===== src/include/fmac_consts.svh =====
// Constants for the fault mask and converter control register bank.
// Functional notes
// - Bit7 mask blocks input undervoltage interrupt pulse
// - Bit6 mask blocks input overvoltage interrupt pulse
// - Bit5 mask blocks output overcurrent interrupt pulse
// - Bit4 mask blocks output overvoltage interrupt pulse
// - Bit3 mask blocks thermal shutdown interrupt pulse
// - Bit1 masks driver supply fault; bits2,0 zero
// - Fault mask at 0x2A, resets 0x00
// - Bit7 enables converter; forced by temp compensation
// - Bit6 one-shot when set, resets to one
// - Bits5:4 resolution select, 11 reserved, reset 10
// - Bit3 selects running average of conversions
// - Bit2 seeds average from fresh conversion
// - Control at 0x2B, resets 0x60, bits1:0 zero
// - Fault flags read-only, cleared on host read
// - Conversion-done pulse only in one-shot mode
`ifndef FMAC_CONSTS_SVH
`define FMAC_CONSTS_SVH
`define FMAC_ADDR_FLAG 8'h27
`define FMAC_ADDR_MASK1 8'h28
`define FMAC_ADDR_FMASK 8'h2A
`define FMAC_ADDR_CTRL 8'h2B
`define FMAC_FMASK_RST 8'h00
`define FMAC_CTRL_RST 8'h60
`define FMAC_FMASK_WMASK 8'hFA
`define FMAC_CTRL_WMASK 8'hFC
`define FMAC_FLAG_WMASK 8'hFA
`define FMAC_MASK1_DONE_BIT 7
`define FMAC_CTRL_EN_BIT 7
`define FMAC_CTRL_ONESHOT_BIT 6
`define FMAC_RES_RESERVED 2'h3
`define FMAC_RES_DEFAULT 2'h2
`define FMAC_PULSE_NS 1000
`define FMAC_PULSE_CYC ((`FMAC_PULSE_NS + 24) / 25)
`endif


===== src/include/fmac_pkg.sv =====
// Types shared by the fault mask and converter control register bank.
package fmac_pkg;
  typedef struct packed {
    logic input_undervoltage_irq_mask;
    logic input_overvoltage_irq_mask;
    logic output_overcurrent_irq_mask;
    logic output_overvoltage_irq_mask;
    logic thermal_shutdown_irq_mask;
    logic rsvd2;
    logic driver_supply_fault_irq_mask;
    logic rsvd0;
  } fmac_fmask_t;
  typedef struct packed {
    logic adc_enable;
    logic one_shot;
    logic [1:0] resolution_select;
    logic running_average_enable;
    logic average_seed_select;
    logic [1:0] rsvd;
  } fmac_ctrl_t;
  typedef struct packed {
    logic wr;
    logic rd;
    logic [7:0] addr;
    logic [7:0] wdata;
  } fmac_req_t;
  typedef enum logic [1:0] {
    FMAC_IDLE = 2'b00,
    FMAC_PULSE = 2'b01
  } fmac_state_t;
endpackage


===== src/design/fmac_pulse.sv =====
// Stretches an interrupt request into a fixed-length low pulse.
`timescale 1ns/100ps
`default_nettype none
module fmac_pulse #(
  parameter int unsigned LEN = 40
) (
  input wire logic clk,
  input wire logic nrst,
  input wire logic trig,
  output logic int_n
);
  fmac_pkg::fmac_state_t state_ff, nxt_state;
  logic [15:0] cnt_ff, nxt_cnt;
  logic int_n_ff, nxt_int_n;

  // --------------------------------------------------------------
  // Pulse sequencer
  // --------------------------------------------------------------
  // Triggers during a pulse are merged into it; the host reads flags.
  always_comb begin
    nxt_state = state_ff;
    nxt_cnt = cnt_ff;
    nxt_int_n = int_n_ff;
    unique case (state_ff)
      fmac_pkg::FMAC_IDLE: begin
        if (trig) begin
          nxt_state = fmac_pkg::FMAC_PULSE;
          nxt_cnt = 16'(LEN - 1);
          nxt_int_n = 1'b0;
        end
      end
      fmac_pkg::FMAC_PULSE: begin
        if (cnt_ff == 16'h0000) begin
          nxt_state = fmac_pkg::FMAC_IDLE;
          nxt_int_n = 1'b1;
        end else begin
          nxt_cnt = cnt_ff - 16'h0001;
        end
      end
      default: begin
        nxt_state = fmac_pkg::FMAC_IDLE;
        nxt_int_n = 1'b1;
      end
    endcase
  end

  always_ff @(posedge clk) begin
    if (!nrst) begin
      state_ff <= fmac_pkg::FMAC_IDLE;
      cnt_ff <= 16'h0000;
      int_n_ff <= 1'b1;
    end else begin
      state_ff <= nxt_state;
      cnt_ff <= nxt_cnt;
      int_n_ff <= nxt_int_n;
    end
  end

  assign int_n = int_n_ff;
endmodule
`default_nettype wire


===== src/design/fmac_regs.sv =====
// Fault mask and converter control registers with flag and pulse logic.
`timescale 1ns/100ps
`default_nettype none
`include "fmac_consts.svh"
module fmac_regs (
  input wire logic clk,
  input wire logic nrst,
  input wire fmac_pkg::fmac_req_t req,
  output logic [7:0] rdata,
  input wire logic reg_reset,
  input wire logic watchdog_expired,
  input wire logic temp_compensated_regulation_enable,
  input wire logic [7:0] fault_event,
  input wire logic conversion_done,
  output fmac_pkg::fmac_fmask_t fault_mask,
  output fmac_pkg::fmac_ctrl_t converter_ctrl,
  output logic adc_active,
  output logic [7:0] fault_flags,
  output logic int_n
);
  logic [7:0] fmask_ff, nxt_fmask;
  logic [7:0] ctrl_ff, nxt_ctrl;
  logic [7:0] flag_ff, nxt_flag;
  logic done_mask_ff, nxt_done_mask;
  logic [7:0] rdata_ff, nxt_rdata;
  logic [7:0] unmasked;
  logic done_pulse;
  logic trig;

  // --------------------------------------------------------------
  // Register writes
  // --------------------------------------------------------------
  // Register reset returns the fault mask, control and done mask to their defaults.
  always_comb begin
    nxt_fmask = fmask_ff;
    nxt_ctrl = ctrl_ff;
    nxt_done_mask = done_mask_ff;
    if (req.wr && req.addr == `FMAC_ADDR_FMASK) begin
      nxt_fmask = req.wdata & `FMAC_FMASK_WMASK;
    end
    if (req.wr && req.addr == `FMAC_ADDR_CTRL) begin
      nxt_ctrl = req.wdata & `FMAC_CTRL_WMASK;
    end
    if (req.wr && req.addr == `FMAC_ADDR_MASK1) begin
      nxt_done_mask = req.wdata[`FMAC_MASK1_DONE_BIT];
    end
    if (watchdog_expired) begin
      nxt_ctrl[`FMAC_CTRL_EN_BIT] = 1'b0;
    end
    if (reg_reset) begin
      nxt_fmask = `FMAC_FMASK_RST;
      nxt_ctrl = `FMAC_CTRL_RST;
      nxt_done_mask = 1'b0;
    end
  end

  // --------------------------------------------------------------
  // Fault flags
  // --------------------------------------------------------------
  // A new event in the read cycle wins over the clear, so none is lost.
  always_comb begin
    nxt_flag = flag_ff;
    if (req.rd && req.addr == `FMAC_ADDR_FLAG) begin
      nxt_flag = 8'h00;
    end
    nxt_flag = nxt_flag | (fault_event & `FMAC_FLAG_WMASK);
  end

  // --------------------------------------------------------------
  // Read data
  // --------------------------------------------------------------
  always_comb begin
    nxt_rdata = 8'h00;
    if (req.rd) begin
      unique case (req.addr)
        `FMAC_ADDR_FMASK: nxt_rdata = fmask_ff;
        `FMAC_ADDR_CTRL: nxt_rdata = ctrl_ff;
        `FMAC_ADDR_FLAG: nxt_rdata = flag_ff;
        `FMAC_ADDR_MASK1: nxt_rdata = {done_mask_ff, 7'h00};
        default: nxt_rdata = 8'h00;
      endcase
    end
  end

  always_ff @(posedge clk) begin
    if (!nrst) begin
      fmask_ff <= `FMAC_FMASK_RST;
      ctrl_ff <= `FMAC_CTRL_RST;
      flag_ff <= 8'h00;
      done_mask_ff <= 1'b0;
      rdata_ff <= 8'h00;
    end else begin
      fmask_ff <= nxt_fmask;
      ctrl_ff <= nxt_ctrl;
      flag_ff <= nxt_flag;
      done_mask_ff <= nxt_done_mask;
      rdata_ff <= nxt_rdata;
    end
  end

  // --------------------------------------------------------------
  // Interrupt gating
  // --------------------------------------------------------------
  // Masks gate only the pulse; flags and responses are untouched.
  assign unmasked = fault_event & `FMAC_FLAG_WMASK & ~fmask_ff;
  // Done pulse allowed only while one-shot is selected.
  assign done_pulse = conversion_done & ctrl_ff[`FMAC_CTRL_ONESHOT_BIT] & ~done_mask_ff;
  assign trig = (|unmasked) | done_pulse;

  fmac_pulse #(
    .LEN(`FMAC_PULSE_CYC)
  ) u_pulse (
    .clk(clk),
    .nrst(nrst),
    .trig(trig),
    .int_n(int_n)
  );

  // Converter runs when enabled or when temperature compensation needs it.
  assign adc_active = ctrl_ff[`FMAC_CTRL_EN_BIT] | temp_compensated_regulation_enable;
  assign fault_mask = fmac_pkg::fmac_fmask_t'(fmask_ff);
  assign converter_ctrl = fmac_pkg::fmac_ctrl_t'(ctrl_ff);
  assign fault_flags = flag_ff;
  assign rdata = rdata_ff;
endmodule
`default_nettype wire


===== config.mk =====
export PLATFORM = sky130hd
export DESIGN_NAME = fmac_regs
export DESIGN_NICKNAME = d
export VERILOG_FILES = /design/src/include/fmac_pkg.sv /design/src/design/fmac_pulse.sv /design/src/design/fmac_regs.sv
export VERILOG_INCLUDE_DIRS = /design/src /design/src/include
export SDC_FILE = /design/constraint.sdc
export NUM_CORES = 1
export LEC_CHECK = 0
export ABC_AREA = 1
export BUFFER_PORTS_ARGS = -buffer_cell sky130_fd_sc_hd__buf_2
export CAP_MARGIN = 5
export CORE_MARGIN = 3
export CORE_UTILIZATION = 55
export CTS_BUF_LIST = sky130_fd_sc_hd__clkbuf_4 sky130_fd_sc_hd__clkbuf_8 sky130_fd_sc_hd__clkbuf_16
export DETAILED_ROUTE_END_ITERATION = 7
export PLACE_DENSITY_LB_ADDON = 0.08
export SYNTH_ARGS = -nofsm -noshare
export SYNTH_HDL_FRONTEND = slang
export SYNTH_SLANG_ARGS = --single-unit
export TNS_END_PERCENT = 20

===== constraint.sdc =====
create_clock -name clk -period 2.4 [get_ports clk]
set_clock_uncertainty 0.1 [all_clocks]
set_input_delay 0.36 -clock clk [delete_from_list [all_inputs] [get_ports clk]]
set_output_delay 0.36 -clock clk [all_outputs]
set_load 0.01 [all_outputs]

Word-level counts from Yosys, hierarchy flattened
Index checks and enable logic that the tools add are counted.
Cells by class
  $add $sub $neg: 1
  $mul: 0
  divide/modulo/power cells: 0
  $lt $le $gt $ge: 0
  equal/unequal tests: 8
  shift operators: 0
  mux-type cells: 11
  bitwise logic cells: 9
  reductions and logical operators: 13
Operators by type and width (number)
  $eq 8x6->1 const B: 4
  $mux 16: 2
  $pmux 16 s2: 1
  $pmux 8 s4: 1
  $logic_not 16->1: 1
  $sub 16x1->16 const B: 1
  $and 8x8->8: 1
  $mux 8: 1
  $not 8->8: 1
  $or 8x8->8: 1
  $reduce_or 8->1: 1
  $logic_and 1x1->1: 4
  $mux 2: 2
  $ne 2x2->1 const B: 2
  $pmux 2 s2: 1
  $reduce_and 2->1: 2
  $reduce_and 3->1: 1
  $reduce_or 3->1: 1
  $and 1x1->1: 2
  $eq 2x1->1 const B: 1
  $logic_not 2->1: 1
  $mux 1: 2
  $ne 2x1->1 const B: 1
  $not 1->1: 2
  4 further kinds: 5
Storage, ports and cells
  register bits after elaboration: 48
  latch bits: 0
  RAM bits: 0
  memory bits (read-only): 0
  input bits: 32
  output and inout port bits: 34
  logic and storage cells: 51
  memories kept: 0

Longest topological paths before layout
  depth after elaboration: 6
  depth in mapped cells: 11
  gate-level depth less buffers: 11

By module
From an unflattened synthesis, not the netlist that was laid out.
Second synthesis, totals
  cell total of the unflattened synthesis: 347
  area, all modules: 2358.5 um2
Modules (own cells, without submodules)
  fmac_regs: instances 1, cells an instance 185, area each 1320.0 um2, sequential area each 520.5 um2
  fmac_pulse: instances 1, cells an instance 162, area each 1038.5 um2, sequential area each 360.3 um2

Worst setup path before layout
No wires, ideal clock.
  path type: register -> register
  start point: reg u_pulse.cnt_ff[0]
  end point: reg u_pulse.cnt_ff[10]
  library setup time: 0.129 ns
  arrival time: 1.293 ns
  required time: 2.171 ns
  setup slack: 0.878 ns
  stages on the path, launching flop included: 12
  path buffers: 0
  clock period less this slack: 1.522 ns
  path through: dfxtp_1 > inv_1 > ha_1 > nand2_1 > nor2_2 > nand2_2 > nand2_4 > nand2_8 > clkinv_8 > nor2_1 > nor2_1 > nor2_1
On the way
  longest elaborated chain between the ends: 3
  elaborated cells on any way between the ends: 6
  those cells by class: 1 x add/sub; 1 x eq/ne; 2 x mux; 2 x reduce/logical
Ends and longest elaborated chain
  from (decl): RTL line fmac_pulse.sv:13  | logic [15:0] cnt_ff, nxt_cnt;
  from (signal assigned): RTL line fmac_pulse.sv:54  | cnt_ff <= nxt_cnt;
  $sub 16x1->16 or $logic_not 16->1 (tied branches): RTL line fmac_pulse.sv:37, fmac_pulse.sv:33
  $mux 16 or $ne 2x2->1 (tied branches)
  $pmux 16 s2 or $reduce_and 3->1 (tied branches)
Several ways; a longest one is shown, not always the timed one. The select of a mux whose other input is x is not followed.
A chain may end at the register's enable or synchronous reset.

Worst setup path after layout
Same ends and word-level chain as after synthesis.

==> run summary <==
Yosys cell types: 28
Max Fclk: 569 MHz
H-tree levels: 2
Row Count: 22
Dominant cell type by area after synthesis: dfxtp_1
Layout Nets: 426
Grt met2 use: 33.8%
Hold EP: converter_ctrl[5]
Avg Cell Area, Syn: 6.59 um^2
Area of the multi-input gates: 1120 um^2
Routability Congestion: 0.908
Max-slew violations: 0
Drt first-iter violations: 114
Fin. Hold Viols: 0
Most common cell in the netlist: nand2_1
CTS tree: built
ANT cells: 0
Die area: 4800 um^2
Worst path required time: 2.47 ns
Hold_buf cts: 0
CP Data Arrival Time: 1.83 ns
Max VDD drop: 0.433 mV
Via-to-Cell Ratio: 5.02
Via count: 2,205
Lkg Pwr: 1.30 nW
Synth top area cells: dfxtp_1, nand2_1, nor2_1
Reg2Reg Launch Point: u_pulse.cnt_ff[0]
IO buf count: 55
Routed Antenna Nets: 0
Total GRT Usage: 22.3%
Layout area overhead: 16.8%
Main combinational cell family by area after synthesis: simple AND/OR/NAND/NOR gates
Clock Tree Buf Depth: 2
Fraction of synthesized cell area in xor and xnor cells: 0.795%
Die X: 69.3 um
I/O pin cnt: 66
Worst R2R Setup Slack: 0.64 ns
Die Ht: 69.3 um
Startpoint Class: register
Core Area: 3770 um^2
Final WL: 5220 um
Post-synth EDFFs: 0
Final HPWL DP: 4160 um
# setup viols final: 0
Most frequent CP cell: nor2_1
Top_reg_cell synth: dfxtp_1
Grt peak-use layer: met2
Slowest stage cell, crit path: dfxtp_1
Hold Path Class: in2reg
Top cell type's share of synthesized area: 40.0%
Hold_sp: req[5]
Final Critical Period: 1.76 ns
Post-synthesis register bit count: 44
PostCTS Resize Cnt: 0
Adder-Cell Fraction of Synth Area: 0.568%
CP Capture Type: register
Outcome: finished clean
Worst hold path depth: 3
Final core occ: 68.2%
Warnings, synthesis: 0
Compound-Gate Fraction of Synth Area: 10.5%
First-pass GRT wire length: 8760 um
Clk root buf: clkbuf_8
WS Path Type: reg2reg
Number of fill cells: 327
Initial antenna violation count: 0
Worst reg2reg path endpoint: u_pulse.cnt_ff[10]
Number of global-route vias before repair: 1,908
RSZ-0062 raised after global routing: no
WL per Instance: 11.9 um
CP Max Fanout: 10
Met3 Use GR: 5.22%
Clock sinks: 44
Max incr delay on CP: 0.33 ns
Cells on worst reg2reg path: 11
Buffers & Inverters on Critical Path: 2
Worst-skew pair later-pin latency: 0.30 ns
Mux contribution to synthesized area: 0%
Max Cap Violations: 0
CTS buffer count: 5
Largest net degree at the start of global routing: 16
Mapped Area: 2200 um^2
FFs w/ async S/R, synth: 0%
CP Cell Sequence: inv_1 > ha_1 > nand2_1 > nor2_2 > nand2_2 > nand2_4 > nand2_8 > clkinv_8 > nor2_1 > nor2_1 > nor2_1
Grt met1 use: 31.7%
Post-CTS Setup Bufs: 0
GRT overflow: 0
Synth top cells by count: nand2_1, nor2_1, dfxtp_1
P per Cell Area: 617 nW/um^2
Initial Util: 58.4%
Clock-pin slew on the worst setup and hold paths: 0.08 ns
Cells after synthesis: 334
Period utilization: 73.2%
Share of layout cells above drive strength 1: 19.2%
Seq/Total Area, Yosys: 40.0%
Worst path top cell family by delay: simple AND/OR/NAND/NOR gates
DRC Markers: 0
Post-synthesis simple-gate area fraction: 37.8%
Final TNS setup: 0 ns
Sequential cell area: 881 um^2
DRT Pass-1 Iters: 5
[cells in the final DEF, fill, tap and decap left out, drive strengths merged]
cell type and count:
xor2 1, nor4 1, dfxtp 44, a22oi 1, nor3 5, xnor2 1, clkinv 1, nor2 66
inv 36, ha 1, buf 57, nand2 98, nand3 23, or2 2, clkbuf 5, o22ai 1
a21oi 27, o21ai 11, a211oi 3, conb 7
[area by class of cell]
cell class | count | share of cell area, %
repair buffers | 57 | 11.3
clock buffers | 5 | 2.68
well taps | 48 | 2.34
flip-flops and latches | 44 | 34.3
inverters | 37 | 5.89
multi-input cells | 248 | 43.6
[cell families after synthesis]
logic type | count (synthesis)
simple gates | 195
buf+inv | 48
flops | 44
compound gates | 43
xor+xnor | 2
fa+ha+maj | 1
other cells | 1
[stage by stage]
step / cell area [um^2] / worst slack, ns / cells / total power, mW / hold WS [ns]
after global routing: 2570 / 0.437 / 439 / 1.69 / 0.186
after global placement: 2500 / 0.644 / 434 / 1.17 / 0.340
final: 2570 / 0.644 / 439 / 1.59 / 0.192
after floorplan: 2220 / 0.878 / 340 / 1.09 / 0.349
after CTS: 2570 / 0.643 / 439 / 1.60 / 0.186
after detailed placement: 2500 / 0.600 / 434 / 1.18 / 0.344
[worst min-delay path, cell delays in order]
cell and delay, ns:
buf_2 0.09, nand2_1 0.05, nand3_1 0.06
[flip-flops by register name (all words and copies together), names as in the netlist]
register	cells
converter_ctrl	6
done_mask_ff	1
fault_flags	6
fault_mask	6
rdata	7
u_pulse.cnt_ff	16
u_pulse.int_n	1
u_pulse.state_ff	1
[power by group]
group          total [mW]  switching, mW  internal [mW]
clock network       0.421          0.233          0.188
registers           0.797         0.0311          0.766
logic               0.368          0.238          0.130
[how the worst max path moves through the flow]
stage               slack [ns]  cells past startpoint         startpoint                 end
CTS                       0.64                     11  u_pulse.cnt_ff[0]  u_pulse.cnt_ff[10]
detailed placement        0.60                      9            req[15]   converter_ctrl[2]
floorplan                 0.88                     11  u_pulse.cnt_ff[0]  u_pulse.cnt_ff[10]
finish                    0.64                     11  u_pulse.cnt_ff[0]  u_pulse.cnt_ff[10]
global route              0.44                     11  u_pulse.cnt_ff[0]  u_pulse.cnt_ff[10]
global placement          0.64                      9            req[15]   converter_ctrl[7]
[per-layer routing]
| layer | part of all wire [%] | wire length, um |
|---|---|---|
| met1 | 47 | 2480 |
| met2 | 44 | 2310 |
| met3 | 7.2 | 375 |
| met4 | 1.2 | 63 |
| met5 | 0 | 0 |
Power figures use the tool's default switching activity.
